File: config.mk
export PLATFORM = sky130hd
export DESIGN_NAME = clock_source_startup_and_divider
export DESIGN_NICKNAME = d
export VERILOG_FILES = /design/src/hw/clock_pkg.sv /design/src/hw/clock_divider.sv /design/src/hw/clock_source_startup_and_divider.sv
export SDC_FILE = /design/constraint.sdc
export NUM_CORES = 1
export LEC_CHECK = 0
export CAP_MARGIN = 20
export CORE_MARGIN = 2
export CORE_UTILIZATION = 64
export DETAILED_ROUTE_END_ITERATION = 8
export DONT_BUFFER_PORTS = 1
export PLACE_DENSITY = 0.82
export SLEW_MARGIN = 25
export SYNTH_ARGS = -nofsm -noshare
export SYNTH_HDL_FRONTEND = slang
export SYNTH_SLANG_ARGS = --single-unit
File: constraint.sdc
create_clock -name pclk -period 4.69 [get_ports pclk]
set_clock_uncertainty 0.15 [all_clocks]
set_input_delay 0 -clock pclk [delete_from_list [all_inputs] [get_ports pclk]]
set_output_delay 0 -clock pclk [all_outputs]
set_load 0.005 [all_outputs]
File: src/hw/clock_pkg.sv
package clock_pkg;

   // ****************************************************************
   // Register map (APB byte addresses)
   // ****************************************************************
   localparam logic [7:0] DIV_CTRL_OFFSET = 8'h00;
   localparam logic [7:0] FUSE_OFFSET     = 8'h04;
   localparam logic [7:0] STATUS_OFFSET   = 8'h08;

   // ****************************************************************
   // Field positions
   // ****************************************************************
   localparam int DIV_EN_BIT     = 7;
   localparam int FUSE_SUT_LSB   = 4;
   localparam int FUSE_AMPLIFIER_OPTION_FUSE_BIT = 6;
   localparam int STAT_KIND_LSB  = 1;
   localparam int STAT_RSVD_BIT  = 3;
   localparam int STAT_ACTEN_BIT = 4;
   localparam int STAT_FACT_LSB  = 8;

   // ****************************************************************
   // Values after reset
   // ****************************************************************
   localparam logic [7:0] DIV_CTRL_RESET = 8'h00;
   localparam logic [3:0] CLOCK_SOURCE_FUSES_RESET    = 4'h1;
   localparam logic [1:0] SUT_RESET      = 2'h2;
   localparam logic       AMPLIFIER_OPTION_FUSE_RESET    = 1'h1;

   // ****************************************************************
   // Divider
   // ****************************************************************
   localparam logic [7:0] DIV_BASE      = 8'h81;
   localparam logic [7:0] UNDIV_FACTOR  = 8'h01;

   // ****************************************************************
   // Clock source codes
   // ****************************************************************
   localparam logic [3:0] XTAL_LOW_CODE = 4'ha;
   localparam logic [3:0] LF_XTAL_CODE  = 4'h9;
   localparam logic [3:0] RC_LOW_CODE   = 4'h5;
   localparam logic [3:0] RC_HIGH_CODE  = 4'h8;

   localparam logic [1:0] KIND_XTAL  = 2'h0;
   localparam logic [1:0] KIND_LF    = 2'h1;
   localparam logic [1:0] KIND_RC    = 2'h2;
   localparam logic [1:0] KIND_OTHER = 2'h3;

   // ****************************************************************
   // Start-up counts in source clock cycles
   // ****************************************************************
   localparam logic [16:0] CYCLES_258 = 17'h00102;
   localparam logic [16:0] CYCLES_1K  = 17'h00400;
   localparam logic [16:0] CYCLES_18  = 17'h00012;
   localparam logic [16:0] CYCLES_6   = 17'h00006;

   // Reset delay, in watchdog oscillator cycles
   localparam logic [16:0] WDT_SHORT_CYCLES = 17'h01000;

   localparam logic [1:0] DELAY_NONE  = 2'h0;
   localparam logic [1:0] DELAY_SHORT = 2'h1;
   localparam logic [1:0] DELAY_LONG  = 2'h2;

   typedef enum logic [4:0] {
      PH_OSC   = 5'h01,
      PH_DELAY = 5'h02,
      PH_RUN   = 5'h04,
      PH_SLEEP = 5'h08,
      PH_WAKE  = 5'h10
   } phase_type;

endpackage

File: src/hw/clock_divider.sv
`timescale 1ns/10ps
module clock_divider
(
   input  wire logic       pclk,
   input  wire logic       presetn,
   input  wire logic       enable,
   input  wire logic [7:0] factor,
   output logic            tick,
   output logic            div_clk,
   output logic            active_enable,
   output logic [7:0]      active_factor
);

   typedef struct packed {
      logic [7:0] cnt;
      logic       en;
      logic [7:0] n;
      logic       clk;
   } div_state_type;

   div_state_type s_q;
   div_state_type s_d;
   logic          boundary;

   // ****************************************************************
   // Factor and enable are only taken at a period boundary, so no
   // phase of the divided clock is ever cut short
   // ****************************************************************
   always_comb
   begin
      s_d      = s_q;
      boundary = !s_q.en || (s_q.cnt == s_q.n - 8'h01);
      if (boundary)
      begin
         s_d.en  = enable;
         s_d.n   = factor;
         s_d.cnt = 8'h00;
      end
      else
      begin
         s_d.cnt = s_q.cnt + 8'h01;
      end
      // High for the first half, so both phases last at least one cycle
      s_d.clk = s_d.en && (s_d.cnt < {1'b0, s_d.n[7:1]});
   end

   always_ff @(posedge pclk or negedge presetn)
   begin
      if (!presetn)
      begin
         s_q <= '{cnt: 8'h00, en: 1'b0, n: clock_pkg::DIV_BASE, clk: 1'b0};
      end
      else
      begin
         s_q <= s_d;
      end
   end

   assign tick          = !s_q.en || (s_q.cnt == 8'h00);
   assign div_clk       = s_q.clk;
   assign active_enable = s_q.en;
   assign active_factor = s_q.en ? s_q.n : clock_pkg::UNDIV_FACTOR;

endmodule // clock_divider

File: src/hw/clock_source_startup_and_divider.sv
// Chosen here: the APB slave port and the register addresses.
`timescale 1ns/10ps
// Contract
// - Enabled divider runs CPU, I/O, ADC, flash clocks at source over (129 - select).
// - Division factors from 2 to 129 via the seven-bit select field.
// - Select field changes only while divide enable is zero.
// - Write setting enable adopts the select value of that same write.
// - Write clearing enable discards its select value and runs undivided.
// - Divide enable may be written at any time while running.
// - Fuses leave reset as source 0001 and start-up 10.
// - Crystal range picked by select bits 3..1; programmed amplifier fuse gives full swing.
// - Crystal, bit0 zero: start-up 00/01 give 258 cycles plus short/long delay.
// - Crystal 0/10, 0/11, 1/00 give 1K cycles with none/short/long delay.
// - Crystal, bit0 one: start-up 01/10/11 give 16K cycles, none/short/long.
// - Source code 1001 selects the low-frequency watch crystal.
// - Watch crystal: 00/01 give 1K plus short/long; 10 gives 32K plus long.
// - Source codes 0101 to 1000 select the external RC oscillator.
// - RC: 00/01/10 give 18 cycles none/short/long; 11 gives 6 plus short.
// - Wake from power-down or power-save counts start-up cycles before running.
// - Reset delay counted on watchdog oscillator: 4096 or 65536 cycles.
module clock_source_startup_and_divider
#(
   parameter logic [16:0] STARTUP_16K_CYCLES = 17'h04000,
   parameter logic [16:0] STARTUP_32K_CYCLES = 17'h08000,
   parameter logic [16:0] WDT_LONG_CYCLES    = 17'h10000
)
(
   input  wire logic        pclk,
   input  wire logic        presetn,
   input  wire logic        psel,
   input  wire logic        penable,
   input  wire logic        pwrite,
   input  wire logic [7:0]  paddr,
   input  wire logic [31:0] pwdata,
   output logic [31:0]      prdata,
   output logic             pready,
   output logic             pslverr,
   input  wire logic        wdt_osc_clk,
   input  wire logic        sleep_enter,
   input  wire logic        wake_event,
   output logic             cpu_run,
   output logic             sys_clk_en,
   output logic             sys_clk_div,
   output logic [1:0]       osc_kind,
   output logic [2:0]       osc_range,
   output logic             osc_full_swing,
   output logic             internal_cap_enable
);

   // ****************************************************************
   // State
   // ****************************************************************
   typedef struct packed {
      logic                 div_en;
      logic [6:0]           div_sel;
      logic [3:0]           clock_source_fuses;
      logic [1:0]           startup_fuses;
      logic                 amplifier_option_fuse;
      clock_pkg::phase_type phase;
      logic [16:0]          osc_cnt;
      logic [16:0]          wdt_cnt;
      logic [1:0]           wdt_sync;
      logic                 wdt_prev;
      logic [31:0]          rdata;
      logic                 run;
   } top_state_type;

   top_state_type s_q;
   top_state_type s_d;

   logic        setup_cyc;
   logic        access_cyc;
   logic        hit_ctrl;
   logic        hit_fuse;
   logic        hit_stat;
   logic        wdt_edge;
   logic [1:0]  kind;
   logic        reserved_sut;
   logic [16:0] su_cycles;
   logic [1:0]  su_delay;
   logic [16:0] delay_cycles;
   logic        div_tick;
   logic        div_clk;
   logic        act_en;
   logic [7:0]  act_factor;
   logic [7:0]  factor_req;

   // ****************************************************************
   // Source decode
   // ****************************************************************
   always_comb
   begin
      reserved_sut = 1'b0;
      if (s_q.clock_source_fuses >= clock_pkg::XTAL_LOW_CODE)
      begin
         kind = clock_pkg::KIND_XTAL;
      end
      else if (s_q.clock_source_fuses == clock_pkg::LF_XTAL_CODE)
      begin
         kind = clock_pkg::KIND_LF;
      end
      else if (s_q.clock_source_fuses >= clock_pkg::RC_LOW_CODE)
      begin
         kind = clock_pkg::KIND_RC;
      end
      else
      begin
         kind = clock_pkg::KIND_OTHER;
      end
      su_cycles = clock_pkg::CYCLES_6;
      su_delay  = clock_pkg::DELAY_NONE;
      case (kind)
         clock_pkg::KIND_XTAL:
         begin
            case ({s_q.clock_source_fuses[0], s_q.startup_fuses})
               3'h0:
               begin
                  su_cycles = clock_pkg::CYCLES_258;
                  su_delay  = clock_pkg::DELAY_SHORT;
               end
               3'h1:
               begin
                  su_cycles = clock_pkg::CYCLES_258;
                  su_delay  = clock_pkg::DELAY_LONG;
               end
               3'h2:
               begin
                  su_cycles = clock_pkg::CYCLES_1K;
                  su_delay  = clock_pkg::DELAY_NONE;
               end
               3'h3:
               begin
                  su_cycles = clock_pkg::CYCLES_1K;
                  su_delay  = clock_pkg::DELAY_SHORT;
               end
               3'h4:
               begin
                  su_cycles = clock_pkg::CYCLES_1K;
                  su_delay  = clock_pkg::DELAY_LONG;
               end
               3'h5:
               begin
                  su_cycles = STARTUP_16K_CYCLES;
                  su_delay  = clock_pkg::DELAY_NONE;
               end
               3'h6:
               begin
                  su_cycles = STARTUP_16K_CYCLES;
                  su_delay  = clock_pkg::DELAY_SHORT;
               end
               default:
               begin
                  su_cycles = STARTUP_16K_CYCLES;
                  su_delay  = clock_pkg::DELAY_LONG;
               end
            endcase
         end
         clock_pkg::KIND_LF:
         begin
            case (s_q.startup_fuses)
               2'h0:
               begin
                  su_cycles = clock_pkg::CYCLES_1K;
                  su_delay  = clock_pkg::DELAY_SHORT;
               end
               2'h1:
               begin
                  su_cycles = clock_pkg::CYCLES_1K;
                  su_delay  = clock_pkg::DELAY_LONG;
               end
               default:
               begin
                  // Reserved code falls back to the safest, slowest start
                  reserved_sut = (s_q.startup_fuses == 2'h3);
                  su_cycles    = STARTUP_32K_CYCLES;
                  su_delay     = clock_pkg::DELAY_LONG;
               end
            endcase
         end
         clock_pkg::KIND_RC:
         begin
            su_cycles = (s_q.startup_fuses == 2'h3) ? clock_pkg::CYCLES_6 : clock_pkg::CYCLES_18;
            su_delay  = (s_q.startup_fuses == 2'h3) ? clock_pkg::DELAY_SHORT : s_q.startup_fuses;
         end
         default:
         begin
            // Internal sources are out of scope here: fixed 6-cycle start, delay set by the start-up fuses (11 gives long)
            reserved_sut = (s_q.startup_fuses == 2'h3);
            su_delay     = reserved_sut ? clock_pkg::DELAY_LONG : s_q.startup_fuses;
         end
      endcase
      if (su_delay == clock_pkg::DELAY_LONG)
      begin
         delay_cycles = WDT_LONG_CYCLES;
      end
      else
      begin
         delay_cycles = clock_pkg::WDT_SHORT_CYCLES;
      end
   end

   // ****************************************************************
   // APB decode
   // ****************************************************************
   always_comb
   begin
      setup_cyc  = psel && !penable;
      access_cyc = psel && penable;
      hit_ctrl   = 1'b0;
      hit_fuse   = 1'b0;
      hit_stat   = 1'b0;
      if (paddr == clock_pkg::DIV_CTRL_OFFSET)
      begin
         hit_ctrl = 1'b1;
      end
      else if (paddr == clock_pkg::FUSE_OFFSET)
      begin
         hit_fuse = 1'b1;
      end
      else if (paddr == clock_pkg::STATUS_OFFSET)
      begin
         hit_stat = 1'b1;
      end
   end

   assign wdt_edge   = s_q.wdt_sync[1] && !s_q.wdt_prev;
   assign factor_req = clock_pkg::DIV_BASE - {1'b0, s_q.div_sel};

   // ****************************************************************
   // Next state
   // ****************************************************************
   always_comb
   begin
      s_d          = s_q;
      s_d.wdt_sync = {s_q.wdt_sync[0], wdt_osc_clk};
      s_d.wdt_prev = s_q.wdt_sync[1];

      if (setup_cyc)
      begin
         s_d.rdata = 32'h00000000;
         if (hit_ctrl)
         begin
            s_d.rdata[7:0] = {s_q.div_en, s_q.div_sel};
         end
         else if (hit_fuse)
         begin
            s_d.rdata[6:0] = {s_q.amplifier_option_fuse, s_q.startup_fuses, s_q.clock_source_fuses};
         end
         else if (hit_stat)
         begin
            s_d.rdata[0]                              = s_q.run;
            s_d.rdata[clock_pkg::STAT_KIND_LSB +: 2]  = kind;
            s_d.rdata[clock_pkg::STAT_RSVD_BIT]       = reserved_sut;
            s_d.rdata[clock_pkg::STAT_ACTEN_BIT]      = act_en;
            s_d.rdata[clock_pkg::STAT_FACT_LSB +: 8]  = act_factor;
         end
      end

      if (access_cyc && pwrite && hit_ctrl)
      begin
         if (pwdata[clock_pkg::DIV_EN_BIT] && !s_q.div_en)
         begin
            s_d.div_sel = pwdata[6:0];
         end
         // A clearing write keeps the old select value
         s_d.div_en = pwdata[clock_pkg::DIV_EN_BIT];
      end
      if (access_cyc && pwrite && hit_fuse)
      begin
         // New fuse values reach the source decode and oscillator outputs on the next cycle
         s_d.clock_source_fuses = pwdata[3:0];
         s_d.startup_fuses   = pwdata[clock_pkg::FUSE_SUT_LSB +: 2];
         s_d.amplifier_option_fuse = pwdata[clock_pkg::FUSE_AMPLIFIER_OPTION_FUSE_BIT];
      end

      case (s_q.phase)
         clock_pkg::PH_OSC:
         begin
            s_d.osc_cnt = s_q.osc_cnt + 17'h00001;
            if (s_q.osc_cnt >= su_cycles - 17'h00001)
            begin
               s_d.wdt_cnt = 17'h00000;
               s_d.phase   = (su_delay == clock_pkg::DELAY_NONE) ?
                             clock_pkg::PH_RUN : clock_pkg::PH_DELAY;
               s_d.run     = (su_delay == clock_pkg::DELAY_NONE);
            end
         end
         clock_pkg::PH_DELAY:
         begin
            if (wdt_edge)
            begin
               s_d.wdt_cnt = s_q.wdt_cnt + 17'h00001;
               if (s_q.wdt_cnt >= delay_cycles - 17'h00001)
               begin
                  s_d.phase = clock_pkg::PH_RUN;
                  s_d.run   = 1'b1;
               end
            end
         end
         clock_pkg::PH_RUN:
         begin
            if (sleep_enter)
            begin
               s_d.phase = clock_pkg::PH_SLEEP;
               s_d.run   = 1'b0;
            end
         end
         clock_pkg::PH_SLEEP:
         begin
            if (wake_event)
            begin
               s_d.osc_cnt = 17'h00000;
               s_d.phase   = clock_pkg::PH_WAKE;
            end
         end
         clock_pkg::PH_WAKE:
         begin
            s_d.osc_cnt = s_q.osc_cnt + 17'h00001;
            if (s_q.osc_cnt >= su_cycles - 17'h00001)
            begin
               s_d.phase = clock_pkg::PH_RUN;
               s_d.run   = 1'b1;
            end
         end
         default:
         begin
            s_d.phase = clock_pkg::PH_OSC;
            s_d.run   = 1'b0;
         end
      endcase
   end

   always_ff @(posedge pclk or negedge presetn)
   begin
      if (!presetn)
      begin
         s_q.div_en   <= clock_pkg::DIV_CTRL_RESET[7];
         s_q.div_sel  <= clock_pkg::DIV_CTRL_RESET[6:0];
         s_q.clock_source_fuses    <= clock_pkg::CLOCK_SOURCE_FUSES_RESET;
         s_q.startup_fuses      <= clock_pkg::SUT_RESET;
         s_q.amplifier_option_fuse    <= clock_pkg::AMPLIFIER_OPTION_FUSE_RESET;
         s_q.phase    <= clock_pkg::PH_OSC;
         s_q.osc_cnt  <= 17'h00000;
         s_q.wdt_cnt  <= 17'h00000;
         s_q.wdt_sync <= 2'h0;
         s_q.wdt_prev <= 1'b0;
         s_q.rdata    <= 32'h00000000;
         s_q.run      <= 1'b0;
      end
      else
      begin
         s_q <= s_d;
      end
   end

   // ****************************************************************
   // Divider
   // ****************************************************************
   clock_divider u_divider
   (
      .pclk          (pclk),
      .presetn       (presetn),
      .enable        (s_q.div_en),
      .factor        (factor_req),
      .tick          (div_tick),
      .div_clk       (div_clk),
      .active_enable (act_en),
      .active_factor (act_factor)
   );

   // ****************************************************************
   // Outputs
   // ****************************************************************
   assign prdata              = s_q.rdata;
   assign pready              = access_cyc;
   assign pslverr             = access_cyc && !(hit_ctrl || hit_fuse || hit_stat);
   assign cpu_run             = s_q.run;
   assign sys_clk_en          = s_q.run && div_tick;
   assign sys_clk_div         = div_clk;
   assign osc_kind            = kind;
   assign osc_range           = s_q.clock_source_fuses[3:1];
   assign osc_full_swing      = !s_q.amplifier_option_fuse;
   assign internal_cap_enable = !s_q.amplifier_option_fuse && (kind != clock_pkg::KIND_XTAL);

endmodule // clock_source_startup_and_divider

# Word-level counts from Yosys, hierarchy flattened
# Cells that the tools add are included.
# totals
reg_bits	92
latch_bits	0
mem_bits_rw	0
mem_bits_ro	0
inputBits	48
output_inout_bits	44
word_cells	148
memories	0
# classes
n_addsub	7
mul	0
div	0
order_cmp	5
eq_ne	26
shifts	0
muxes	50
bitwise_logic	1
n_reduce_logical	42
# op_table
operator	n
17-bit one-hot mux with 2 select lines	2
17-bit 2-to-1 mux	3
16-bit one-hot mux with 3 select lines	1
5-bit 2-to-1 mux	8
8-bit 2-to-1 mux	5
17-bit by 1-bit adder with 17-bit output, second input constant	2
17-bit >= comparator	2
17-bit by 1-bit subtractor with 17-bit output, second input constant	2
15-bit one-hot mux with 2 select lines	1
5-bit one-hot mux with 5 select lines	1
22-bit 2-to-1 mux	1
8-bit zero test	2
16-bit 2-to-1 mux	1
1-bit 2-to-1 mux	14
2-bit 2-to-1 mux	6
2-bit inequality test, second input constant	6
6-bit AND reduction	2
1-bit logical AND	11
2-bit OR reduction	5
3-bit equality test, second input constant	3
9-bit 2-to-1 mux	1
8-bit by 1-bit adder with 8-bit output, second input constant	1
8-bit by 3-bit equality test with 1-bit output, second input constant	1
8-bit by 4-bit equality test with 1-bit output, second input constant	1
other kinds (31)	49

# Longest topological paths before layout
# Gate-level depths: netlist (run 1).
# logic_depth
depth_word	13
ltp_mapped	18
ltp_nobuf	15

# Hierarchy
# A second synthesis (run 1) with hierarchy kept.
# unflattened
hier_cells	640
area_unflattened_um2	5982.0
# modules_own_cells
module	instances	cells_each	area_per_inst_um2	seq_area_each_um2
clock_source_startup_and_divider	1	504	4635.7	1856.8
clock_divider	1	136	1346.3	452.9

# Worst setup path after synthesis (run 1)
# OpenSTA, ideal clock, no wires.
# synth_path
path_type	reg2reg
startpoint	register s_q (netlist bit osc_range[0])
endpoint	register s_q[38] in the netlist's numbering
setup_ns	0.132
arrival_time_ns	3.366
required_time_ns	4.408
slack_ns	1.042
path_stages_with_launch	18
n_path_buf	3
period_less_slack_ns	3.648
cell_sequence	dfrtp_1 > clkbuf_1 > or2_2 > a21o_1 > nand2_1 > inv_1 > ha_1 > ha_1 > o21a_1 > ha_1 > nand2_1 > nor2_1 > a2111oi_0 > a41oi_1 > nor2b_1 > clkbuf_1 > clkbuf_1 > nor2_1
# synth_via
elab_chain_len	10
word_cells_on_any_way	14
classes_between	1 x add/sub; 3 x order compare; 4 x eq/ne; 4 x mux; 2 x reduce/logical
# synth_lines
element	line_no	text
start: declaration	clock_source_startup_and_divider.sv:68	top_state_type s_q;
4-bit by 3-bit >= comparator with 1-bit output	clock_source_startup_and_divider.sv:102	else if (s_q.clock_source_fuses >= clock_pkg::RC_LOW_CODE)
1-bit 2-to-1 mux	clock_source_startup_and_divider.sv:102	
2-bit 2-to-1 mux	clock_source_startup_and_divider.sv:98	else if (s_q.clock_source_fuses == clock_pkg::LF_XTAL_CODE)
2-bit 2-to-1 mux (*)	clock_source_startup_and_divider.sv:94	if (s_q.clock_source_fuses >= clock_pkg::XTAL_LOW_CODE)
2-bit equality test, or another cell as far along	clock_source_startup_and_divider.sv:112	case (kind)
16-bit one-hot mux with 3 select lines (*)	clock_source_startup_and_divider.sv:112	
17-bit by 1-bit subtractor with 17-bit output (*)	clock_source_startup_and_divider.sv:280	if (s_q.osc_cnt >= su_cycles - 17'h00001)
17-bit >= comparator (*)	clock_source_startup_and_divider.sv:280	
2-bit inequality test (no line) (*)	--	
3-bit AND reduction (no line) (*)	--	
# Mark *: on every way between the ends. The rest lies on a longest branch, timed or not.
# A chain may end at the register's enable or synchronous reset.

# Worst setup path in the final report (run 1)
# layout_path
startpoint	register s_q (netlist bit osc_range[1])
endpoint	register s_q[74] in the netlist's numbering
# layout_via
elab_chain_len	12
word_cells_on_any_way	21
classes_between	2 x add/sub; 4 x order compare; 7 x eq/ne; 6 x mux; 2 x reduce/logical
# layout_lines
element	line_no	text
4-bit by 3-bit >= comparator with 1-bit output	clock_source_startup_and_divider.sv:102	
1-bit 2-to-1 mux	clock_source_startup_and_divider.sv:102	
2-bit 2-to-1 mux	clock_source_startup_and_divider.sv:98	
2-bit 2-to-1 mux (*)	clock_source_startup_and_divider.sv:94	
2-bit equality test, or another cell as far along	clock_source_startup_and_divider.sv:112	
2-bit one-hot mux with 3 select lines	clock_source_startup_and_divider.sv:112	
2-bit equality test	clock_source_startup_and_divider.sv:192	if (su_delay == clock_pkg::DELAY_LONG)
17-bit 2-to-1 mux	clock_source_startup_and_divider.sv:192	
17-bit by 1-bit subtractor with 17-bit output	clock_source_startup_and_divider.sv:293	if (s_q.wdt_cnt >= delay_cycles - 17'h00001)
17-bit >= comparator	clock_source_startup_and_divider.sv:293	
2-bit inequality test (no line)	--	
6-bit AND reduction (no line) (*)	--	
# Marked as above.

==> flow_summary.json, run 1 <==
{
  "syn_area_sq_mm": 0.005797,
  "residual_antenna_violating_net_count_after_detailed_routing": 0,
  "design.final.nets": 711,
  "via_count_of_the_first_global_routing_pass": 4548,
  "achievable_clock_frequency_mhz": 228.2,
  "gr-usage-all-layers_pct": 26.80,
  "top_signal_layer_used": "met4",
  "die_width_microns": 99.17,
  "post_synth_inst_count": 628,
  "fraction_of_synthesis_flops_using_an_asynchronous_set_or_reset_pin_pct": 100.0,
  "count_of_final_hold_check_violations": 0,
  "post_drt_wl_per_cell_microns": 17.10,
  "clock_sinks": 92,
  "route.detailed.drc": 0,
  "layout-drive-gt1-share_pct": 9.306,
  "worst_setup_path_end_kind": "flop",
  "leakagePower_uw": 0.002928,
  "synthTopCellsByCount": "86 x sky130_fd_sc_hd__dfrtp_1, 68 x sky130_fd_sc_hd__nor2_1, 56 x sky130_fd_sc_hd__nand2_1",
  "routed-wl-met3_microns": 899,
  "finish.utilization_pct": 70.23,
  "number_of_flops_mapped_to_enable_cells_by_yosys": 0,
  "cts_buffers": 9,
  "core.rowCount": 34,
  "post-synth-top-area-fraction_pct": 37.12,
  "synth_cell_types": 65,
  "grt_first_pass_wirelength_microns": 21500,
  "timing_max_transition_violations_final": 0,
  "final_design_area_no_fill_sq_mm": 0.006155,
  "worst_pin_slew_ns": 0.8997,
  "peakVddDrop_mv": 0.2202,
  "global_route.overflow_total": 0,
  "die-height_microns": 99.17,
  "min-delay-path-class": "in -> out",
  "min_period_over_period_pct": 93.43,
  "syn-mean-instance-area_sq_um": 9.231,
  "detailedRoute.firstPassIterationCount": 5,
  "max-clock-path-buffers": 2,
  "wl_met2_microns": 5975,
  "layout-area-overhead-vs-synth_pct": 6.173,
  "detailed_place.area_sq_mm": 0.005658,
  "clock_tree.htree_level_count": 3,
  "design.die.area_sq_mm": 0.009835,
  "yosysMostFrequentCell": "sky130_fd_sc_hd__dfrtp_1",
  "cts_tree": "yes",
  "ioPinCount": 92,
  "routed_via_density": 6.195,
  "power.density_mw_per_mm2": 313.0,
  "final.setup.tns_ns": 0,
  "crit_path_start_kind": "flop",
  "worst-endpoint-required_ns": 4.79,
  "place.detailed.hpwl_microns": 8678,
  "routedLengthMet1_microns": 5485,
  "worstPathMaxFanout": 13,
  "antenna_found_initial": 1,
  "start_util_pct": 66.15,
  "run_status": "completed",
  "place.gp.congestion": 0.9042,
  "yosys-top-cells-area": "sky130_fd_sc_hd__dfrtp_1 37%, sky130_fd_sc_hd__ha_1 7.3%, sky130_fd_sc_hd__buf_4 4.8%",
  "rsz0062_at_grt": "false",
  "yosysWarningCount": 0,
  "clkLatencyLatePin_ns": 0.37,
  "worstPathArrival_ns": 4.48,
  "path_clk_slew_ns": 0.09,
  "cts.root.buffer_cell": "sky130_fd_sc_hd__clkbuf_8",
  "finalWirelength_microns": 12710,
  "core_region_area_sq_mm": 0.008763,
  "slew-limit-headroom_pct": 40.02,
  "num_vias": 4603,
  "synth-seq-cells": 92,
  "post_cts.resized_instances": 0,
  "synth_seq_area_share_pct": 39.84,
  "setup_viol": 0,
  "post_route_minimum_period_ns": 4.382,
  "grt_start_max_net_pins": 93,
  "number_of_port_buffers": 0,
  "max_cap_viol_count": 0,
  "criticalPathCategory": "reg -> reg",
  "synth_ff_type": "sky130_fd_sc_hd__dfrtp_1",
  "drtIter0Drc": 257,
  "netlist.top_cell.by_area": "sky130_fd_sc_hd__dfrtp_1"
}
==> worst max-delay path, stage by stage (launching register included) <==
cell	delay (ns)
sky130_fd_sc_hd__dfrtp_1	0.54
sky130_fd_sc_hd__or2_2	0.40
sky130_fd_sc_hd__a21o_1	0.20
sky130_fd_sc_hd__nand2_1	0.09
sky130_fd_sc_hd__inv_1	0.06
sky130_fd_sc_hd__ha_1	0.21
sky130_fd_sc_hd__ha_1	0.28
sky130_fd_sc_hd__o21a_1	0.22
sky130_fd_sc_hd__ha_1	0.29
sky130_fd_sc_hd__nand2_1	0.07
sky130_fd_sc_hd__nor2_1	0.05
sky130_fd_sc_hd__a2111oi_0	0.47
sky130_fd_sc_hd__a41oi_1	0.34
sky130_fd_sc_hd__o2111ai_1	0.26
sky130_fd_sc_hd__dlygate4sd3_1	0.57
sky130_fd_sc_hd__a21boi_0	0.08
==> sequential cells by signal, summed over array words and instances (netlist names) <==
register                 flops
prdata                      16
cpu_run                      1
u_divider.s_q               16
u_divider.div_clk            1
u_divider.active_enable      1
s_d                          2
s_q                         52
osc_range                    3
==> cell families (layout without fill, tap and decap cells) <==
kind of cell	Yosys count	in the layout	share of synthesized area, %
fa+ha+maj	34	34	7.339
flops	92	92	39.84
buf+inv	84	75	7.965
simple gates	227	227	19.36
xor+xnor	39	39	5.893
mux	31	31	5.720
compound gates	120	120	13.81
other cells	1	17	0.06469
==> through the flow <==
step           std cells  setup slack (ns)  power [uW]  hold WS (ns)
2_1_floorplan        643             1.042        1276       -0.4456
3_3_place_gp         697            0.8177        1341       -0.4439
3_5_place_dp         697            0.7389        1372       -0.4438
4_1_cts              742            0.3863        1926      0.002047
5_1_grt              743           0.06935        2041       0.01238
6_report             743            0.3083        1927      0.004840
==> repair_timing <==
item	4_1_cts	5_1_grt
hold buffers	29	0
hold endpoints to repair	122	0
buffers inserted	0	0
==> cell usage in the layout, fill, tap and decap left out, types with 4 or more instances in the layout <==
cell type | Yosys | routed
sky130_fd_sc_hd__a211oi_1 | 4 | 4
sky130_fd_sc_hd__a21o_1 | 6 | 6
sky130_fd_sc_hd__a21oi_1 | 23 | 23
sky130_fd_sc_hd__a22o_1 | 8 | 8
sky130_fd_sc_hd__and3_1 | 14 | 14
sky130_fd_sc_hd__and4_1 | 4 | 4
sky130_fd_sc_hd__buf_4 | 37 | 5
sky130_fd_sc_hd__clkbuf_8 | 0 | 9
sky130_fd_sc_hd__conb_1 | 1 | 16
sky130_fd_sc_hd__dfrtp_1 | 86 | 86
sky130_fd_sc_hd__dfstp_2 | 6 | 6
sky130_fd_sc_hd__dlygate4sd3_1 | 0 | 28
sky130_fd_sc_hd__ha_1 | 34 | 34
sky130_fd_sc_hd__inv_1 | 25 | 25
sky130_fd_sc_hd__inv_6 | 0 | 4
sky130_fd_sc_hd__mux2_2 | 17 | 17
sky130_fd_sc_hd__mux2i_1 | 14 | 14
sky130_fd_sc_hd__nand2_1 | 56 | 56
sky130_fd_sc_hd__nand2b_1 | 5 | 5
sky130_fd_sc_hd__nand3_1 | 17 | 17
sky130_fd_sc_hd__nand4_1 | 8 | 8
sky130_fd_sc_hd__nor2_1 | 68 | 68
sky130_fd_sc_hd__nor2b_1 | 14 | 14
sky130_fd_sc_hd__nor3_1 | 11 | 11
sky130_fd_sc_hd__nor4_1 | 5 | 5
sky130_fd_sc_hd__o21a_1 | 5 | 5
sky130_fd_sc_hd__o21ai_0 | 36 | 36
sky130_fd_sc_hd__o31ai_1 | 5 | 5
sky130_fd_sc_hd__or2_2 | 4 | 4
sky130_fd_sc_hd__or3_1 | 4 | 4
sky130_fd_sc_hd__xnor2_1 | 14 | 14
sky130_fd_sc_hd__xor2_1 | 25 | 25
==> per-layer routing <==
metal / track usage, % / vias up
li1: - / 2162
met1: 36.12 / 2205
met2: 43.40 / 199
met3: 4.919 / 37
met4: 10.22 / 0
met5: 0 / -
==> final timing paths <==
path	startpoint	end	slack, ns	cells after the start
max	osc_range[1]	s_q[74]	0.31	15
min reg2reg	s_d[35]	s_d[33]	0.21	0
max in group asynchronous	presetn	s_q[70]	3.94	2
min in group asynchronous	presetn	u_divider.s_q[5]	0.06	2
max reg2reg	osc_range[1]	s_q[74]	0.31	15
min	penable	pready	0.005	1
==> final cells by class <==
class / count / area (sq um)
clock inverter: 7 / 62.56
tap: 108 / 135.1
sequential: 92 / 2310
timing repair buffer: 34 / 345.3
clock buffer: 9 / 123.9
antenna: 1 / 2.502
fill: 602 / 2609
inverter: 25 / 93.84
multi-input combinational: 467 / 3082
==> where the power goes <==
part / switching (uW) / internal [uW]
clock: 313 / 205
sequential: 80.0 / 842
combinational: 304 / 183
total: 696 / 1230
No activity file was read; power rests on OpenSTA's default activity.
==> inputs of run 2 (changes only) <==
--- a/config.mk
+++ b/config.mk
@@ -5,12 +5,13 @@
 export SDC_FILE = /design/constraint.sdc
 export NUM_CORES = 1
 export LEC_CHECK = 0
+export ABC_AREA = 1
 export CAP_MARGIN = 20
 export CORE_MARGIN = 2
-export CORE_UTILIZATION = 64
+export CORE_UTILIZATION = 65
 export DETAILED_ROUTE_END_ITERATION = 8
 export DONT_BUFFER_PORTS = 1
-export PLACE_DENSITY = 0.82
+export PLACE_DENSITY = 0.83
 export SLEW_MARGIN = 25
 export SYNTH_ARGS = -nofsm -noshare
 export SYNTH_HDL_FRONTEND = slang
==> run 2 against run 1 <==
  * Setup slack gained 0.076 ns
  * First-iteration DRC count up 26%
  * Total power increased by 16%
  * Area after synthesis increased by 3.0%
  * Routed wire length grew 5.6%
  * Count of clock-buffer cells in the layout rose by 1
  * Maximum frequency increased by 1.8%
  * Core utilization up 2.1 points
  * Clock power is 2% higher
  * Combinational power increased by 49%
  * Flip-flop and latch count stayed put
  * Sequential share of layout area is 1.3 points lower
  * Critical path type unchanged
  * Highest routed layer unchanged
==> flow_summary.json, run 2 <==
{
  "yosys-top-cells-area": "sky130_fd_sc_hd__dfrtp_1 36%, sky130_fd_sc_hd__nand2_1 9.5%, sky130_fd_sc_hd__inv_1 7.4%",
  "place.detailed.hpwl_microns": 9565,
  "cts_buffers": 9,
  "post-place-cells": 855,
  "cts_tree": "yes",
  "drtIter0Drc": 325,
  "design.die.area_sq_mm": 0.009970,
  "post_synth_inst_count": 777,
  "share_comb_of_total_power_pct": 32.4,
  "hold_slack_ns": 0.04320,
  "p_int_uw": 1370,
  "finalWirelength_microns": 13420,
  "synth-seq-cells": 92,
  "design.final.nets": 871,
  "syn-mean-instance-area_sq_um": 7.686,
  "timing_max_transition_violations_final": 0,
  "power.switching_fraction_pct": 38.86,
  "detailed_place.area_sq_mm": 0.005844,
  "worst_pin_slew_ns": 0.5720,
  "grt_first_pass_wirelength_microns": 22220,
  "route.detailed.drc": 0,
  "core_region_area_sq_mm": 0.008806,
  "max_cap_viol_count": 0,
  "clock_sinks": 92,
  "post-synth-top-area-fraction_pct": 36.04,
  "power.sequential.fraction_pct": 44.0,
  "path_clk_slew_ns": 0.10,
  "place.gp.congestion": 0.9423,
  "fraction_of_synthesis_flops_using_an_asynchronous_set_or_reset_pin_pct": 100.0,
  "nFillCells": 661,
  "netSwitchingPower_uw": 870.9,
  "via_count_of_the_first_global_routing_pass": 4940,
  "core.rowCount": 34,
  "layout.cells.most_common_list": "150 x sky130_fd_sc_hd__nand2_1, 117 x sky130_fd_sc_hd__inv_1, 86 x sky130_fd_sc_hd__dfrtp_1",
  "layout-drive-gt1-share_pct": 7.053,
  "setup_viol": 0,
  "number_of_flops_mapped_to_enable_cells_by_yosys": 0,
  "achievable_clock_frequency_mhz": 232.3,
  "syn_area_sq_mm": 0.005972,
  "criticalPathCategory": "reg -> reg",
  "power_frac_clock_pct": 23.6,
  "gr-usage-all-layers_pct": 27.50,
  "largest-register": "s_q",
  "yosysWarningCount": 0,
  "post_drt_wl_per_cell_microns": 14.88,
  "synth_ff_type": "sky130_fd_sc_hd__dfrtp_1",
  "global_route.overflow_total": 0,
  "largest_register_ff_count": 52,
  "layout.cells.most_common": "sky130_fd_sc_hd__nand2_1",
  "worst-endpoint-required_ns": 4.82,
  "layout-area-overhead-vs-synth_pct": 6.662,
  "netlist.top_cell.by_area": "sky130_fd_sc_hd__dfrtp_1",
  "num_vias": 5170,
  "count_of_final_hold_check_violations": 0,
  "worstPathMaxFanout": 13,
  "cts.root.buffer_cell": "sky130_fd_sc_hd__clkbuf_8",
  "grt_start_max_net_pins": 93,
  "final_design_area_no_fill_sq_mm": 0.006370,
  "min_period_over_period_pct": 91.80,
  "synth_seq_area_share_pct": 38.68,
  "run_status": "completed",
  "layoutNonFillerInstCount": 902,
  "synthTopCellsByCount": "151 x sky130_fd_sc_hd__nand2_1, 117 x sky130_fd_sc_hd__inv_1, 86 x sky130_fd_sc_hd__dfrtp_1",
  "post_route_minimum_period_ns": 4.305,
  "start_util_pct": 67.82,
  "routed_via_density": 5.732,
  "r2r.worst_path.cells": 26,
  "min_path_cells": 1,
  "yosysMostFrequentCell": "sky130_fd_sc_hd__nand2_1",
  "clkLatencyLatePin_ns": 0.36,
  "synth_cell_types": 44,
  "min-delay-path-class": "in -> reg",
  "n_antenna_cell": 0,
  "worst_setup_path_end_kind": "flop",
  "ioPinCount": 92,
  "slew-limit-headroom_pct": 61.86,
  "peakVddDrop_mv": 0.3294,
  "worstPathArrival_ns": 4.44,
  "power.density_mw_per_mm2": 351.9,
  "die_width_microns": 99.85,
  "max-clock-path-buffers": 2,
  "clock_tree.htree_level_count": 3,
  "detailedRoute.firstPassIterationCount": 8,
  "die-height_microns": 99.85,
  "leakagePower_uw": 0.002989,
  "setup.reg_to_reg.worst_slack_ns": 0.38,
  "residual_antenna_violating_net_count_after_detailed_routing": 0,
  "number_of_port_buffers": 0,
  "finalPower_uw": 2241,
  "crit_path_start_kind": "flop",
  "antenna_found_initial": 0
}
-- run 2: changes by cell type after synthesis, moves of 9 or more --
cell / before / now
sky130_fd_sc_hd__a21oi_1: 23 / 36
sky130_fd_sc_hd__and3_1: 14 / 5
sky130_fd_sc_hd__clkbuf_1: 15 / 4
sky130_fd_sc_hd__inv_1: 25 / 117
sky130_fd_sc_hd__mux2_2: 17 / 0
sky130_fd_sc_hd__mux2i_1: 14 / 0
sky130_fd_sc_hd__nand2_1: 56 / 151
sky130_fd_sc_hd__nand3_1: 17 / 38
sky130_fd_sc_hd__nand4_1: 8 / 18
sky130_fd_sc_hd__nor2b_1: 14 / 0
sky130_fd_sc_hd__o21ai_0: 36 / 53
sky130_fd_sc_hd__o22ai_1: 1 / 12
sky130_fd_sc_hd__xnor2_1: 14 / 5
-- run 2: path summary, 6_finish.rpt --
| kind | from | endpoint |
|---|---|---|
| setup / recovery | s_q[78] | s_q[51] |
| hold / removal | wdt_osc_clk | s_d[35] |
| setup reg to reg | s_q[78] | s_q[51] |
| hold reg to reg | s_d[35] | s_d[33] |
| max in group asynchronous | presetn | s_q[70] |
| min in group asynchronous | presetn | prdata[14] |
-- run 2: worst max-delay path, cell delays in order, from the launching register on --
cell and delay, ns:
sky130_fd_sc_hd__dfstp_2 0.58, sky130_fd_sc_hd__inv_1 0.10, sky130_fd_sc_hd__a21oi_1 0.19, sky130_fd_sc_hd__nor2_1 0.11, sky130_fd_sc_hd__nor2_2 0.19, sky130_fd_sc_hd__nand2_1 0.10
sky130_fd_sc_hd__o21ai_0 0.17, sky130_fd_sc_hd__inv_1 0.06, sky130_fd_sc_hd__ha_1 0.23, sky130_fd_sc_hd__ha_1 0.25, sky130_fd_sc_hd__nand2_1 0.12, sky130_fd_sc_hd__nor2_1 0.05
sky130_fd_sc_hd__nor2_1 0.09, sky130_fd_sc_hd__a21oi_1 0.05, sky130_fd_sc_hd__ha_1 0.28, sky130_fd_sc_hd__nand2_1 0.04, sky130_fd_sc_hd__inv_1 0.06, sky130_fd_sc_hd__nand3_1 0.09
sky130_fd_sc_hd__nor2_1 0.18, sky130_fd_sc_hd__nand4_1 0.10, sky130_fd_sc_hd__nand3_1 0.17, sky130_fd_sc_hd__nand2_2 0.16, sky130_fd_sc_hd__nand2_4 0.18, sky130_fd_sc_hd__nand2_1 0.10
sky130_fd_sc_hd__nor2_2 0.18, sky130_fd_sc_hd__a21oi_1 0.09, sky130_fd_sc_hd__nor3_1 0.18
-- run 2: power by group through the flow --
stage          Clock, uW  Sequential [uW]  Combinational, uW
2_1_floorplan          0              956                583
3_3_place_gp           0              991                637
3_5_place_dp           0              996                673
4_1_cts              538              982                712
5_1_grt              570              997                828
6_report             528              986                727
-- run 2: repair_timing --
item	in CTS	in global routing
gates resized for setup	0	2
hold endpoints to repair	128	0
hold buffers	30	0
setup endpoints to repair	0	5
setup buffers	0	1
-- run 2: cell type report --
cell class / instances / area (sq um) / area share [%]
Multi-Input combinational cell: 532 / 2942 / 46.18
Sequential cell: 92 / 2310 / 36.26
Inverter: 122 / 457.9 / 7.189
Timing Repair Buffer: 32 / 332.8 / 5.225
Tap cell: 108 / 135.1 / 2.121
Clock buffer: 10 / 127.6 / 2.004
Clock inverter: 6 / 65.06 / 1.021
-- run 2: cells by family (layout without fill, tap and decap cells) --
| family | Yosys count | count (layout) | synth area share, % |
|---|---|---|---|
| AND/OR/NAND/NOR | 332 | 332 | 25.56 |
| buffers and inverters | 168 | 170 | 13.14 |
| AO/OA/AOI/OAI | 126 | 126 | 11.92 |
| flip-flops | 92 | 92 | 38.68 |
| adder cells (fa/ha/maj) | 34 | 34 | 7.123 |
| XOR/XNOR | 24 | 24 | 3.520 |
| other | 1 | 16 | 0.06279 |
-- run 2: per-stage QoR --
| step | setup slack, ns | util (%) | TNS [ns] |
|---|---|---|---|
| after floorplan | 1.101 | - | 0 |
| after global placement | 0.5016 | 66.37 | 0 |
| after detailed placement | 0.3455 | 66.37 | 0 |
| after CTS | 0.2995 | 72.17 | 0 |
| after global routing | -0.05061 | 72.34 | -0.06688 |
| final | 0.3846 | 72.34 | 0 |
-- run 2: metal layers --
metal	vias to the layer above	GRT usage (%)	wire (microns)
li1	2529	-	-
met1	2411	35.80	5691
met2	190	48.08	6748
met3	40	3.760	689
met4	0	8.325	288
met5	-	0	0
